===== config.mk =====
export PLATFORM = sky130hd
export DESIGN_NAME = ubf_top
export DESIGN_NICKNAME = d
export VERILOG_FILES = /design/src/pkg/ubf_pkg.sv /design/src/pkg/ubf_clk_if.sv /design/src/logic/ubf_baud_gen.sv /design/src/logic/ubf_edge_sync.sv /design/src/logic/ubf_top.sv
export SDC_FILE = /design/constraint.sdc
export NUM_CORES = 1
export LEC_CHECK = 0
export BUFFER_PORTS_ARGS = -buffer_cell sky130_fd_sc_hd__buf_2
export CELL_PAD_IN_SITES_DETAIL_PLACEMENT = 1
export CELL_PAD_IN_SITES_GLOBAL_PLACEMENT = 1
export CORE_MARGIN = 10
export CORE_UTILIZATION = 31
export DETAILED_ROUTE_END_ITERATION = 10
export PLACE_DENSITY_LB_ADDON = 0.1
export SYNTH_ARGS = -nofsm -noshare
export SYNTH_HDL_FRONTEND = slang
export SYNTH_SLANG_ARGS = --single-unit

===== constraint.sdc =====
create_clock -name clock -period 8.6 [get_ports clock]
set_input_delay 0.43 -clock clock [delete_from_list [all_inputs] [get_ports clock]]
set_output_delay 0.43 -clock clock [all_outputs]
set_load 0.01 [all_outputs]

===== src/pkg/ubf_pkg.sv =====
`default_nettype none
package ubf_pkg;
	localparam int          DIV_W         = 12;
	localparam int          ADDR_W        = 8;
	localparam logic [7:0]  ADDR_DIV_LOW  = 8'h00;
	localparam logic [7:0]  ADDR_DIV_HIGH = 8'h04;
	localparam logic [7:0]  ADDR_CTRL     = 8'h08;
	localparam logic [7:0]  ADDR_TX_DATA  = 8'h0c;
	localparam logic [7:0]  ADDR_RX_DATA  = 8'h10;
	localparam logic [7:0]  ADDR_STATUS   = 8'h14;
	localparam logic [11:0] CTRL_RESET    = 12'h180;
	localparam logic [11:0] DIV_RESET     = 12'h000;
	localparam logic [4:0]  SPB_NORMAL    = 5'h10;
	localparam logic [4:0]  SPB_DOUBLE    = 5'h08;
	localparam logic [4:0]  SPB_SYNC      = 5'h02;
	localparam logic [2:0]  CSZ_NINE      = 3'h7;
	localparam logic [3:0]  CSZ_BASE      = 4'h5;
	localparam logic [3:0]  MAX_BITS      = 4'h9;
	localparam logic [1:0]  PAR_ODD       = 2'h3;
	localparam logic [1:0]  RESP_OKAY     = 2'h0;
	localparam logic [1:0]  RESP_SLVERR   = 2'h2;

	typedef enum logic [2:0] {
		PH_IDLE,
		PH_START,
		PH_DATA,
		PH_PAR,
		PH_STOP
	} ubf_phase_e;

	// Bit 0 is syncMode, upward in declaration order reversed
	typedef struct packed {
		logic       rxEnable;
		logic       txEnable;
		logic [2:0] charSize;
		logic [1:0] parityMode;
		logic       twoStop;
		logic       clockPolarity;
		logic       doubleSpeed;
		logic       masterClk;
		logic       syncMode;
	} ubf_ctrl_s;
endpackage
`default_nettype wire


===== src/pkg/ubf_clk_if.sv =====
`timescale 1ns/1ps
`default_nettype none
interface ubf_clk_if;
	logic [ubf_pkg::DIV_W-1:0] divisor;
	logic                      reload;
	logic                      tick;
	modport gen (input divisor, input reload, output tick);
	modport core (output divisor, output reload, input tick);
endinterface
`default_nettype wire


===== src/logic/ubf_baud_gen.sv =====
`timescale 1ns/1ps
`default_nettype none
module ubf_baud_gen (
	input wire logic clock,
	input wire logic rstN,
	ubf_clk_if.gen   bus
);
	typedef struct packed {
		logic [ubf_pkg::DIV_W-1:0] count;
		logic                      tick;
	} ubf_bg_s;

	ubf_bg_s st;
	ubf_bg_s next_st;

	always_comb begin
		next_st = st;
		next_st.tick = 1'b0;
		if (bus.reload) begin
			next_st.count = bus.divisor;
		end else if (st.count == '0) begin
			next_st.count = bus.divisor;
			next_st.tick = 1'b1;
		end else begin
			next_st.count = st.count - 1'b1;
		end
	end

	always_ff @(posedge clock or negedge rstN) begin
		if (!rstN) begin
			st <= '0;
		end else begin
			st <= next_st;
		end
	end

	assign bus.tick = st.tick;

	a_reload_hold: assert property (@(posedge clock) disable iff (!rstN)
		bus.reload |=> (!st.tick && st.count == $past(bus.divisor)))
		else $error("reload did not restart the counter");
	a_tick_period: assert property (@(posedge clock) disable iff (!rstN)
		(st.count == '0 && !bus.reload) |=> (st.tick && st.count == $past(bus.divisor)))
		else $error("no tick or bad reload at zero");
endmodule
`default_nettype wire


===== src/logic/ubf_edge_sync.sv =====
`timescale 1ns/1ps
`default_nettype none
module ubf_edge_sync #(
	parameter logic INIT = 1'b0
) (
	input  wire logic clock,
	input  wire logic rstN,
	input  wire logic pinIn,
	output logic      level,
	output logic      rise,
	output logic      fall
);
	typedef struct packed {
		logic meta;
		logic stable;
		logic prev;
	} ubf_es_s;

	ubf_es_s st;
	ubf_es_s next_st;

	always_comb begin
		next_st.meta = pinIn;
		next_st.stable = st.meta;
		next_st.prev = st.stable;
	end

	always_ff @(posedge clock or negedge rstN) begin
		if (!rstN) begin
			st <= {INIT, INIT, INIT};
		end else begin
			st <= next_st;
		end
	end

	// Meta flop feeds only the stable flop
	assign level = st.stable;
	assign rise = st.stable & ~st.prev;
	assign fall = ~st.stable & st.prev;
endmodule
`default_nettype wire


===== src/logic/ubf_top.sv =====
`timescale 1ns/1ps
`default_nettype none
module ubf_top (
	input  wire logic                        clock,
	input  wire logic                        reset_n,
	input  wire logic [ubf_pkg::ADDR_W-1:0]  s_axi_awaddr,
	input  wire logic                        s_axi_awvalid,
	output logic                             s_axi_awready,
	input  wire logic [31:0]                 s_axi_wdata,
	input  wire logic [3:0]                  s_axi_wstrb,
	input  wire logic                        s_axi_wvalid,
	output logic                             s_axi_wready,
	output logic [1:0]                       s_axi_bresp,
	output logic                             s_axi_bvalid,
	input  wire logic                        s_axi_bready,
	input  wire logic [ubf_pkg::ADDR_W-1:0]  s_axi_araddr,
	input  wire logic                        s_axi_arvalid,
	output logic                             s_axi_arready,
	output logic [31:0]                      s_axi_rdata,
	output logic [1:0]                       s_axi_rresp,
	output logic                             s_axi_rvalid,
	input  wire logic                        s_axi_rready,
	input  wire logic                        serialInPin,
	output logic                             serialOutPin,
	input  wire logic                        xferClockIn,
	output logic                             xferClockOut,
	output logic                             xferClockOe
);
	typedef struct packed {
		ubf_pkg::ubf_ctrl_s        ctrl;
		logic [ubf_pkg::DIV_W-1:0] divisor;
		logic                      awHave;
		logic [7:0]                awAddr;
		logic                      wHave;
		logic [31:0]               wData;
		logic [3:0]                wStrb;
		logic                      bvalid;
		logic [1:0]                bresp;
		logic                      rvalid;
		logic [31:0]               rdata;
		logic [1:0]                rresp;
		logic                      xckInt;
		ubf_pkg::ubf_phase_e       txPh;
		logic [4:0]                txTicks;
		logic [3:0]                txBit;
		logic [8:0]                txShift;
		logic                      txParity;
		logic                      txStop;
		logic                      txOut;
		logic                      txComplete;
		ubf_pkg::ubf_phase_e       rxPh;
		logic [4:0]                rxTicks;
		logic [3:0]                rxBit;
		logic [8:0]                rxShift;
		logic                      rxParity;
		logic [8:0]                rxData;
		logic                      rxFrameErr;
		logic                      rxParErr;
		logic                      rxValid;
	} ubf_top_s;

	logic [1:0]  rstSync;
	logic        rstN;
	ubf_top_s    st;
	ubf_top_s    next_st;
	logic        tick;
	logic        rxLevel;
	logic        rxFall;
	logic        xckRiseS;
	logic        xckFallS;
	logic        master;
	logic        clkRise;
	logic        clkFall;
	logic        changeEdge;
	logic        sampleEdge;
	logic [4:0]  spb;
	logic [4:0]  rxLimit;
	logic [3:0]  nBits;
	logic        parOn;
	logic        txBusy;
	logic        txStep;
	logic        rxSample;
	logic        doWrite;
	logic        reload;
	logic [31:0] wMerged;
	logic [8:0]  aligned;

	ubf_clk_if clkIf ();

	always_ff @(posedge clock or negedge reset_n) begin
		if (!reset_n) begin
			rstSync <= 2'h0;
		end else begin
			rstSync <= {rstSync[0], 1'b1};
		end
	end
	assign rstN = rstSync[1];

	ubf_baud_gen u_baud (
		.clock (clock),
		.rstN  (rstN),
		.bus   (clkIf.gen)
	);

	ubf_edge_sync #(.INIT(1'b1)) u_rx_sync (
		.clock (clock),
		.rstN  (rstN),
		.pinIn (serialInPin),
		.level (rxLevel),
		.rise  (),
		.fall  (rxFall)
	);

	ubf_edge_sync #(.INIT(1'b0)) u_xck_sync (
		.clock (clock),
		.rstN  (rstN),
		.pinIn (xferClockIn),
		.level (),
		.rise  (xckRiseS),
		.fall  (xckFallS)
	);

	function automatic logic parityOf(input logic [8:0] d, input logic [3:0] n,
			input logic [1:0] mode);
		logic [8:0] mask;
		mask = 9'h1ff >> (ubf_pkg::MAX_BITS - n);
		return (^(d & mask)) ^ (mode == ubf_pkg::PAR_ODD);
	endfunction

	function automatic logic isMapped(input logic [7:0] a);
		case (a)
			ubf_pkg::ADDR_DIV_LOW,
			ubf_pkg::ADDR_DIV_HIGH,
			ubf_pkg::ADDR_CTRL,
			ubf_pkg::ADDR_TX_DATA,
			ubf_pkg::ADDR_RX_DATA,
			ubf_pkg::ADDR_STATUS: return 1'b1;
			default: return 1'b0;
		endcase
	endfunction

	function automatic logic [31:0] readReg(input logic [7:0] a);
		case (a)
			ubf_pkg::ADDR_DIV_LOW: return {24'h0, st.divisor[7:0]};
			ubf_pkg::ADDR_DIV_HIGH: return {28'h0, st.divisor[11:8]};
			ubf_pkg::ADDR_CTRL: return {20'h0, st.ctrl};
			ubf_pkg::ADDR_RX_DATA: return {21'h0, st.rxParErr, st.rxFrameErr, st.rxData};
			ubf_pkg::ADDR_STATUS: return {29'h0, st.rxValid, st.txComplete, txBusy};
			default: return 32'h0;
		endcase
	endfunction

	assign spb = st.ctrl.syncMode ? ubf_pkg::SPB_SYNC :
		(st.ctrl.doubleSpeed ? ubf_pkg::SPB_DOUBLE : ubf_pkg::SPB_NORMAL);
	assign nBits = (st.ctrl.charSize == ubf_pkg::CSZ_NINE) ? ubf_pkg::MAX_BITS :
		({2'h0, st.ctrl.charSize[1:0]} + ubf_pkg::CSZ_BASE);
	assign parOn = st.ctrl.parityMode[1];
	assign tick = clkIf.tick;
	assign txBusy = (st.txPh != ubf_pkg::PH_IDLE);

	assign master = st.ctrl.syncMode & st.ctrl.masterClk;
	assign clkRise = master ? (tick & ~st.xckInt) : xckRiseS;
	assign clkFall = master ? (tick & st.xckInt) : xckFallS;
	assign changeEdge = st.ctrl.clockPolarity ? clkFall : clkRise;
	assign sampleEdge = st.ctrl.clockPolarity ? clkRise : clkFall;

	assign txStep = st.ctrl.syncMode ? changeEdge : (tick && st.txTicks == spb - 5'h01);
	// Mid-bit for the start, full bit afterwards
	assign rxLimit = (st.rxPh == ubf_pkg::PH_START) ? ((spb >> 1) - 5'h01) : (spb - 5'h01);
	assign rxSample = st.ctrl.syncMode ? sampleEdge : (tick && st.rxTicks == rxLimit);

	assign wMerged = st.wData & {{8{st.wStrb[3]}}, {8{st.wStrb[2]}},
		{8{st.wStrb[1]}}, {8{st.wStrb[0]}}};
	assign aligned = st.rxShift >> (ubf_pkg::MAX_BITS - nBits);

	always_comb begin
		next_st = st;
		doWrite = 1'b0;
		reload = 1'b0;
		if (s_axi_awvalid && s_axi_awready) begin
			next_st.awHave = 1'b1;
			next_st.awAddr = s_axi_awaddr;
		end
		if (s_axi_wvalid && s_axi_wready) begin
			next_st.wHave = 1'b1;
			next_st.wData = s_axi_wdata;
			next_st.wStrb = s_axi_wstrb;
		end
		if (st.bvalid && s_axi_bready) begin
			next_st.bvalid = 1'b0;
		end
		if (st.awHave && st.wHave && !st.bvalid) begin
			next_st.awHave = 1'b0;
			next_st.wHave = 1'b0;
			next_st.bvalid = 1'b1;
			next_st.bresp = isMapped(st.awAddr) ? ubf_pkg::RESP_OKAY : ubf_pkg::RESP_SLVERR;
			doWrite = 1'b1;
		end
		if (st.rvalid && s_axi_rready) begin
			next_st.rvalid = 1'b0;
		end
		if (s_axi_arvalid && s_axi_arready) begin
			next_st.rvalid = 1'b1;
			next_st.rdata = readReg(s_axi_araddr);
			next_st.rresp = isMapped(s_axi_araddr) ? ubf_pkg::RESP_OKAY : ubf_pkg::RESP_SLVERR;
			// Clears first so a same-cycle set wins below
			if (s_axi_araddr == ubf_pkg::ADDR_RX_DATA) begin
				next_st.rxValid = 1'b0;
			end
		end
		if (doWrite) begin
			case (st.awAddr)
				ubf_pkg::ADDR_DIV_LOW: begin
					if (st.wStrb[0]) begin
						next_st.divisor[7:0] = st.wData[7:0];
					end
					reload = 1'b1;
				end
				ubf_pkg::ADDR_DIV_HIGH: begin
					if (st.wStrb[0]) begin
						next_st.divisor[11:8] = st.wData[3:0];
					end
				end
				ubf_pkg::ADDR_CTRL: begin
					next_st.ctrl = ubf_pkg::ubf_ctrl_s'((st.ctrl & ~{{4{st.wStrb[1]}},
						{8{st.wStrb[0]}}}) | wMerged[11:0]);
				end
				ubf_pkg::ADDR_TX_DATA: begin
					// Writes while busy or disabled are dropped
					if (!txBusy && st.ctrl.txEnable) begin
						next_st.txShift = st.wData[8:0];
						next_st.txParity = parityOf(st.wData[8:0], nBits, st.ctrl.parityMode);
						next_st.txPh = ubf_pkg::PH_START;
						next_st.txTicks = 5'h00;
						next_st.txStop = 1'b0;
						next_st.txOut = 1'b0;
					end
				end
				ubf_pkg::ADDR_STATUS: begin
					if (st.wStrb[0] && st.wData[1]) begin
						next_st.txComplete = 1'b0;
					end
				end
				default: begin
				end
			endcase
		end

		// master clock is tick over two
		if (master && tick) begin
			next_st.xckInt = ~st.xckInt;
		end else if (!master) begin
			next_st.xckInt = 1'b0;
		end

		if (txBusy && !st.ctrl.syncMode && tick) begin
			next_st.txTicks = txStep ? 5'h00 : st.txTicks + 5'h01;
		end
		if (txBusy && txStep) begin
			case (st.txPh)
				ubf_pkg::PH_START: begin
					next_st.txPh = ubf_pkg::PH_DATA;
					next_st.txOut = st.txShift[0];
					next_st.txShift = st.txShift >> 1;
					next_st.txBit = 4'h1;
				end
				ubf_pkg::PH_DATA: begin
					if (st.txBit == nBits) begin
						next_st.txPh = parOn ? ubf_pkg::PH_PAR : ubf_pkg::PH_STOP;
						next_st.txOut = parOn ? st.txParity : 1'b1;
					end else begin
						next_st.txOut = st.txShift[0];
						next_st.txShift = st.txShift >> 1;
						next_st.txBit = st.txBit + 4'h1;
					end
				end
				ubf_pkg::PH_PAR: begin
					next_st.txPh = ubf_pkg::PH_STOP;
					next_st.txOut = 1'b1;
				end
				ubf_pkg::PH_STOP: begin
					if (st.ctrl.twoStop && !st.txStop) begin
						next_st.txStop = 1'b1;
					end else begin
						next_st.txPh = ubf_pkg::PH_IDLE;
						next_st.txComplete = 1'b1;
					end
				end
				default: begin
					next_st.txPh = ubf_pkg::PH_IDLE;
				end
			endcase
		end
		if (next_st.txPh == ubf_pkg::PH_IDLE) begin
			next_st.txOut = 1'b1;
		end

		if (st.rxPh != ubf_pkg::PH_IDLE && !st.ctrl.syncMode && tick) begin
			next_st.rxTicks = rxSample ? 5'h00 : st.rxTicks + 5'h01;
		end
		case (st.rxPh)
			ubf_pkg::PH_IDLE: begin
				if (st.ctrl.rxEnable && !st.ctrl.syncMode && rxFall) begin
					next_st.rxPh = ubf_pkg::PH_START;
					next_st.rxTicks = 5'h00;
				end else if (st.ctrl.rxEnable && st.ctrl.syncMode && sampleEdge && !rxLevel) begin
					next_st.rxPh = ubf_pkg::PH_DATA;
					next_st.rxBit = 4'h0;
				end
			end
			ubf_pkg::PH_START: begin
				// A start that is gone by mid-bit is noise
				if (rxSample) begin
					next_st.rxPh = rxLevel ? ubf_pkg::PH_IDLE : ubf_pkg::PH_DATA;
					next_st.rxBit = 4'h0;
				end
			end
			ubf_pkg::PH_DATA: begin
				if (rxSample) begin
					next_st.rxShift = {rxLevel, st.rxShift[8:1]};
					next_st.rxBit = st.rxBit + 4'h1;
					if (st.rxBit == nBits - 4'h1) begin
						next_st.rxPh = parOn ? ubf_pkg::PH_PAR : ubf_pkg::PH_STOP;
					end
				end
			end
			ubf_pkg::PH_PAR: begin
				if (rxSample) begin
					next_st.rxParity = rxLevel;
					next_st.rxPh = ubf_pkg::PH_STOP;
				end
			end
			ubf_pkg::PH_STOP: begin
				if (rxSample) begin
					next_st.rxFrameErr = !rxLevel;
					next_st.rxData = aligned;
					next_st.rxParErr = parOn &&
						(parityOf(aligned, nBits, st.ctrl.parityMode) != st.rxParity);
					next_st.rxValid = 1'b1;
					next_st.rxPh = ubf_pkg::PH_IDLE;
				end
			end
			default: begin
				next_st.rxPh = ubf_pkg::PH_IDLE;
			end
		endcase
	end

	always_ff @(posedge clock or negedge rstN) begin
		if (!rstN) begin
			st <= '0;
			st.ctrl <= ubf_pkg::CTRL_RESET;
			st.divisor <= ubf_pkg::DIV_RESET;
			st.txOut <= 1'b1;
		end else begin
			st <= next_st;
		end
	end

	assign clkIf.divisor = next_st.divisor;
	assign clkIf.reload = reload;

	assign s_axi_awready = !st.awHave && !st.bvalid;
	assign s_axi_wready = !st.wHave && !st.bvalid;
	assign s_axi_bvalid = st.bvalid;
	assign s_axi_bresp = st.bresp;
	assign s_axi_arready = !st.rvalid;
	assign s_axi_rvalid = st.rvalid;
	assign s_axi_rdata = st.rdata;
	assign s_axi_rresp = st.rresp;
	assign serialOutPin = st.txOut;
	assign xferClockOut = st.xckInt;
	assign xferClockOe = master;

	a_idle_high: assert property (@(posedge clock) disable iff (!rstN)
		(st.txPh == ubf_pkg::PH_IDLE) |-> serialOutPin)
		else $error("idle line not high");
	a_start_low: assert property (@(posedge clock) disable iff (!rstN)
		(st.txPh == ubf_pkg::PH_START) |-> !serialOutPin)
		else $error("start bit not low");
	a_lsb_first: assert property (@(posedge clock) disable iff (!rstN)
		(st.txPh == ubf_pkg::PH_START && txStep) |=> (serialOutPin == $past(st.txShift[0])))
		else $error("first data bit is not the LSB");
	a_parity_slot: assert property (@(posedge clock) disable iff (!rstN)
		(st.txPh == ubf_pkg::PH_PAR) |-> (serialOutPin == st.txParity))
		else $error("parity slot carries wrong value");
	a_master_clock: assert property (@(posedge clock) disable iff (!rstN)
		(master && $past(master) && $past(tick)) |-> (xferClockOut != $past(xferClockOut)))
		else $error("master clock did not toggle on tick");
	a_sync_change: assert property (@(posedge clock) disable iff (!rstN)
		(st.ctrl.syncMode && $past(st.txPh) != ubf_pkg::PH_IDLE && $changed(serialOutPin))
		|-> $past(changeEdge))
		else $error("sync data changed off its edge");
	a_frame_check: assert property (@(posedge clock) disable iff (!rstN)
		(st.rxPh == ubf_pkg::PH_STOP && rxSample) |=> (st.rxFrameErr == !$past(rxLevel)))
		else $error("frame error not from first stop bit");
	a_clock_dir: assert property (@(posedge clock) disable iff (!rstN)
		!st.ctrl.syncMode |-> (!xferClockOe ##1 !xferClockOe || st.ctrl.syncMode))
		else $error("clock pin driven outside sync master");

	c_tx_done: cover property (@(posedge clock) disable iff (!rstN)
		st.txPh == ubf_pkg::PH_STOP ##1 st.txPh == ubf_pkg::PH_IDLE);
	c_rx_done: cover property (@(posedge clock) disable iff (!rstN) $rose(st.rxValid));
	c_frame_err: cover property (@(posedge clock) disable iff (!rstN) $rose(st.rxFrameErr));
	c_sync_tx: cover property (@(posedge clock) disable iff (!rstN)
		master && st.txPh == ubf_pkg::PH_DATA);
endmodule
`default_nettype wire


; After elaboration in Yosys (flattened, before gate mapping)
; Index checks and enable logic that the tools add are counted.
[word_totals]
register_bits = 189
latchBits = 0
ram_bits = 0
rom_bits = 0
word_cells = 263
n_memories = 0
[classes]
add_sub_neg = 10
multipliers = 0
div_mod_pow = 0
n_lt_le_gt_ge = 0
n_eq_ne = 35
shift = 2
n_mux = 88
n_bitwise = 18
n_reduce_logical = 63
[op_table]
columns = cell, n
row1 = 2-to-1 mux 12 bit, 5
row2 = case mux 12 bit (5 select lines), 1
row3 = 2-to-1 mux 5 bit, 9
row4 = 2-to-1 mux 8 bit, 5
row5 = 2-to-1 mux 13 bit, 3
row6 = 2-to-1 mux 3 bit, 13
row7 = 2-to-1 mux 37 bit, 1
row8 = 2-to-1 mux 35 bit, 1
row9 = 2-to-1 mux 1 bit, 34
row10 = "equality test 8 x 4 -> 1 bit, second input constant", 4
row11 = "equality test 8 x 5 -> 1 bit, second input constant", 4
row12 = logical AND 1 bit, 26
row13 = case mux 13 bit (2 select lines), 1
row14 = bitwise AND 12 bit, 2
row15 = 2-to-1 mux 4 bit, 6
row16 = bitwise AND 9 bit, 2
row17 = 2-to-1 mux 9 bit, 2
row18 = XOR reduction 9 bit, 2
row19 = "equality test 8 x 3 -> 1 bit, second input constant", 2
row20 = zero test 8 bit, 2
row21 = "inequality test 2 bit, second input constant", 8
row22 = nonzero test 2 bit, 8
row23 = case mux 3 bit (5 select lines), 1
row24 = "equality test 3 x 2 -> 1 bit, second input constant", 4
row25 = 36 further kinds, 70

; Logic depth before layout (Yosys ltp)
[depth]
ltp_word = 14
ltp_mapped = 12
depth_no_buf = 10

; Modules after synthesis
; From an unflattened synthesis, not the netlist that was laid out.
[unflattened]
hier_cells = 806
hier_area_um2 = 8020.2
[by_module_without_submodules]
columns = module, instances, cells_per_inst, area_each_um2, seq_area_each_um2
row1 = ubf_top, 1, 723, 7104.3, 3156.8
row2 = ubf_baud_gen, 1, 73, 732.0, 325.3
row3 = ubf_edge_sync at u_rx_sync, 1, 5, 93.8, 78.8
row4 = ubf_edge_sync at u_xck_sync, 1, 5, 90.1, 75.1

; Worst setup path before layout
; OpenSTA, ideal clock, no wires.
[synth_path]
path_type = reg2reg
startpoint = register with a tool-made name
endpoint = register st[1] in the netlist's numbering
setup_ns = 0.069
arrival_time_ns = 3.249
setup_slack_ns = 5.282
path_stages_with_launch = 12
cell_sequence = dfstp_2 > inv_1 > ha_1 > inv_1 > buf_1 > ha_1 > and4_1 > xnor2_1 > xnor3_1 > or3_4 > a2111o_1 > nand3_1
[synth_lines]
columns = item, line
row1 = "end signal, assigned", ubf_top.sv:356  ; st <= next_st;
row2 = "end, declared", ubf_top.sv:64  ; ubf_top_s st;

==> Flow_metrics.wiki <==
{| class="wikitable"
! Metric !! Value
|-
| TritonCTS clock tree || yes
|-
| Ys Warns || 0
|-
| Mean post-synth cell area || 10.5 um2
|-
| Inserted Clock Buffers || 17
|-
| Clock tree sinks || 145
|-
| Final period util || 45.3%
|-
| Class of the tightest hold or removal check || primary input to flip-flop
|-
| Weighted congestion at the end of routability-driven global placement || 0.812
|-
| Total of fill cells in the finished design || 2805
|-
| Die Span X || 180 um
|-
| Fin. max-slew vios || 0
|-
| Starting density of the core || 31.5%
|-
| Total Nets Final || 865
|-
| Minimum clock period after layout || 3.89 ns
|-
| Number of detailed-route iterations in the first pass || 4
|-
| Area of combinational cells with multiple inputs || 3870 um2
|-
| Global-route met1 utilization || 17.8%
|-
| Grt total ovfl || 0
|-
| HPWL reported at the end of detailed placement || 16.6 mm
|-
| Most used cells in the layout excluding fill and tap cells || 138 x dfrtp_1, 79 x nand2_1, 67 x mux2_2
|-
| Worst clock skew || 0.0111 ns
|-
| Maximum VDD drop || 0.124 mV
|-
| Met2 demand-to-capacity share in global routing || 21.1%
|-
| Startpoint kind of the worst setup timing path || flip-flop
|-
| Initial antenna violation count || 0
|-
| Die outline area || 32400 um2
|-
| Area Overhead vs Synth || 13.6%
|-
| Maximum number of pins on one net before global-route repair || 55
|-
| Wire length after detailed routing || 22.1 mm
|-
| RSZ-0062 raised after global routing || no
|-
| Final hold vios || 0
|-
| Leading area contributor after synthesis || dfrtp_1
|-
| Final setup violation count || 0
|-
| Headroom to the max-slew limit || 21.0%
|-
| Total routing usage reported by global routing || 13.6%
|-
| Detailed-route vias per instance || 5.07
|-
| Remaining routing DRC violations || 0
|-
| Standard cell core area || 25200 um2
|-
| Count of mapped cells out of synthesis || 755
|-
| Met3 Use GR || 3.35%
|-
| Clock network latency to the later pin of the worst-skew pair || 0.43 ns
|-
| Routed length per placed instance || 19.5 um
|-
| First-pass GRT wire length || 35.8 mm
|-
| Post-Syn Area || 7930 um2
|-
| Post-synth EDFFs || 0
|-
| Critical-path cell list || inv_1 -> ha_1 -> inv_1 -> ha_1 -> and4_1 -> xnor2_1 -> xnor3_1 -> or3_4 -> a2111o_1 -> nand3_1
|-
| Share of the core filled with cells in the final layout || 35.8%
|-
| Data arrival at the endpoint of the critical path || 4.25 ns
|-
| Count of distinct cell types in the synthesized netlist || 71
|-
| Final ANT Viol Nets || 0
|-
| Combined flip-flop and latch cell area || 3640 um2
|-
| Post-CTS setup buffer count || 0
|-
| Die span in y || 180 um
|-
| Outcome || finished, final reports clean
|-
| Number of H-tree branching levels || 4
|-
| Power density over the cells || 257 nW/um2
|-
| Clock transition time at the flip-flop clock pins of the worst setup and hold paths || 0.06 ns
|-
| TNS Setup || 0 ns
|-
| Sequential fraction of the synthesis area || 45.9%
|-
| Data required time at the worst endpoint || 8.95 ns
|-
| Ratio of cells with drive above 1 in the final layout || 23.6%
|-
| Path type of the worst setup path || flip-flop to flip-flop
|-
| Proportion of synthesized flip-flops having asynchronous set or reset || 100%
|-
| P_leak || 3.96 nW
|-
| Layer carrying the most global-route usage || met2
|-
| Worst slack on hold paths || 0.117 ns
|-
| Count of input and output buffers || 60
|-
| Max-cap violations || 0
|-
| Yosys top cell area share || 43.9%
|-
| Largest stage delay, worst path || 0.62 ns
|-
| Most common cell after layout, fill and taps aside || dfrtp_1
|-
| Main synth FF type || dfrtp_1
|-
| #FFs+latches synth || 145
|-
| Root Buffer || clkbuf_16
|-
| Detailed-route via count || 5763
|-
| CP endpoint kind || flip-flop
|-
| Site row count || 58
|-
| Via count of the first global-routing pass || 6320
|-
| Cells taking the most area after synthesis || dfrtp_1 44%, mux2_2 9.5%, nand2_1 3.7%, buf_4 3.6%, o21ai_0 2.9%
|-
| DR iter-0 viols || 265
|-
| Max clock buf depth || 2
|-
| I/O pin count || 105
|-
| Cell type of the slowest stage on the worst timing path || dfstp_2
|-
| Worst-path fanout max || 14
|-
| Transition time of the tightest slew-check pin || 1.18 ns
|-
| Max Freq || 0.257 GHz
|}
## power breakdown
group | leakage, nW | internal, mW | total [mW] | switching (mW)
registers | 1.84 | 0.819 | 0.996 | 0.177
clock network | 0.311 | 0.517 | 0.824 | 0.307
logic | 1.81 | 0.248 | 0.496 | 0.249
total | 3.96 | 1.58 | 2.32 | 0.733
## what timing repair did
action,in CTS,in global routing
resized for setup,0,0
hold buffers,1,0
hold endpoints to repair,2,0
## final timing paths
kind,from,endpoint,slack [ns],cells past startpoint
worst min register to register,rstSync[1],async pin,0.34,0
worst min-delay path,xferClockIn,u_xck_sync.next_st[1],0.12,1
max in group asynchronous,rstSync[1],st[54],7.09,1
min in group asynchronous,reset_n,rstSync[1],0.31,2
worst max-delay path,flip-flop,st[1],4.71,10
worst max register to register,flip-flop,st[1],4.71,10
## synth_stat cells (4+ instances only)
library cell	instances
or4_1	9
nor3_1	15
dfstp_2	6
a21oi_1	23
o21ai_0	46
dfrtp_1	139
or3_1	4
o21ai_1	9
ha_1	12
nor2_1	36
a211oi_1	8
and2_1	4
mux2_2	67
buf_4	38
mux4_2	7
a22o_1	4
clkbuf_1	22
nor2b_1	10
mux2i_1	22
buf_2	5
mux2_1	6
a221o_1	4
nand2_1	79
o22ai_1	8
a31oi_1	9
xnor2_1	24
xor2_1	15
nand3_1	16
a22oi_1	5
inv_1	23
nand2b_1	12
## worst max-delay path, delay by kind of cell (launching register included)
family / cells / cell delay, ns
compound gates: 1 / 0.43
xor+xnor: 2 / 0.61
fa+ha+maj: 2 / 0.99
buf+inv: 2 / 0.50
flops: 1 / 0.62
simple gates: 3 / 0.67
## cell families after synthesis
family,share of synthesized area (%)
and+or+nand+nor,13.4
AOI/OAI and AO/OA,12.5
DFF,45.9
muxes,15.3
buffers and inverters,6.41
xor gates and xnor gates,4.59
adders and majority gates,1.89
other,0.0947
## routing by layer
layer | share of wire, % | vias to the layer above | wire length [um]
met4 | 2.5 | 0 | 562
met3 | 4.3 | 28 | 954
li1 | - | 2710 | -
met2 | 45 | 121 | 9990
met5 | 0 | - | 0
met1 | 48 | 2904 | 10600
## registers in the layout (all words and copies together), names as in the netlist, named ones only
| signal | cells |
|---|---|
| u_xck_sync.next_st | 1 |
| rstSync | 2 |
| u_baud.bus.tick | 1 |
| s_axi_rresp | 1 |
| xferClockOut | 1 |
| s_axi_bresp | 1 |
| s_axi_rvalid | 1 |
| s_axi_rdata | 12 |
| u_rx_sync.level | 1 |
| st | 94 |
| s_axi_bvalid | 1 |
| u_rx_sync.st | 1 |
| serialOutPin | 1 |
| u_baud.st | 12 |
| u_xck_sync.st | 1 |
| u_rx_sync.next_st | 1 |
| u_xck_sync.level | 1 |
## per-stage QoR
step	total power [mW]	std cells	setup slack (ns)	cell area, um2
global placement	1.49	1102	4.84	8350
floorplan	1.34	776	4.27	8010
CTS	2.35	1135	4.73	9000
finish	2.32	1136	4.71	9010
detailed placement	1.51	1102	4.79	8350
global route	2.45	1135	4.55	9000
## area by class of cell
type,count,share of cell area (%)
inverters,24,1.03
diodes,1,0.0278
multi-input cells,538,42.9
flip-flops and latches,145,40.4
clock buffers,19,4.81
clock inverters,13,2.35
well taps,330,4.58
repair buffers,66,3.86
No activity file was read; power rests on OpenSTA's default activity.
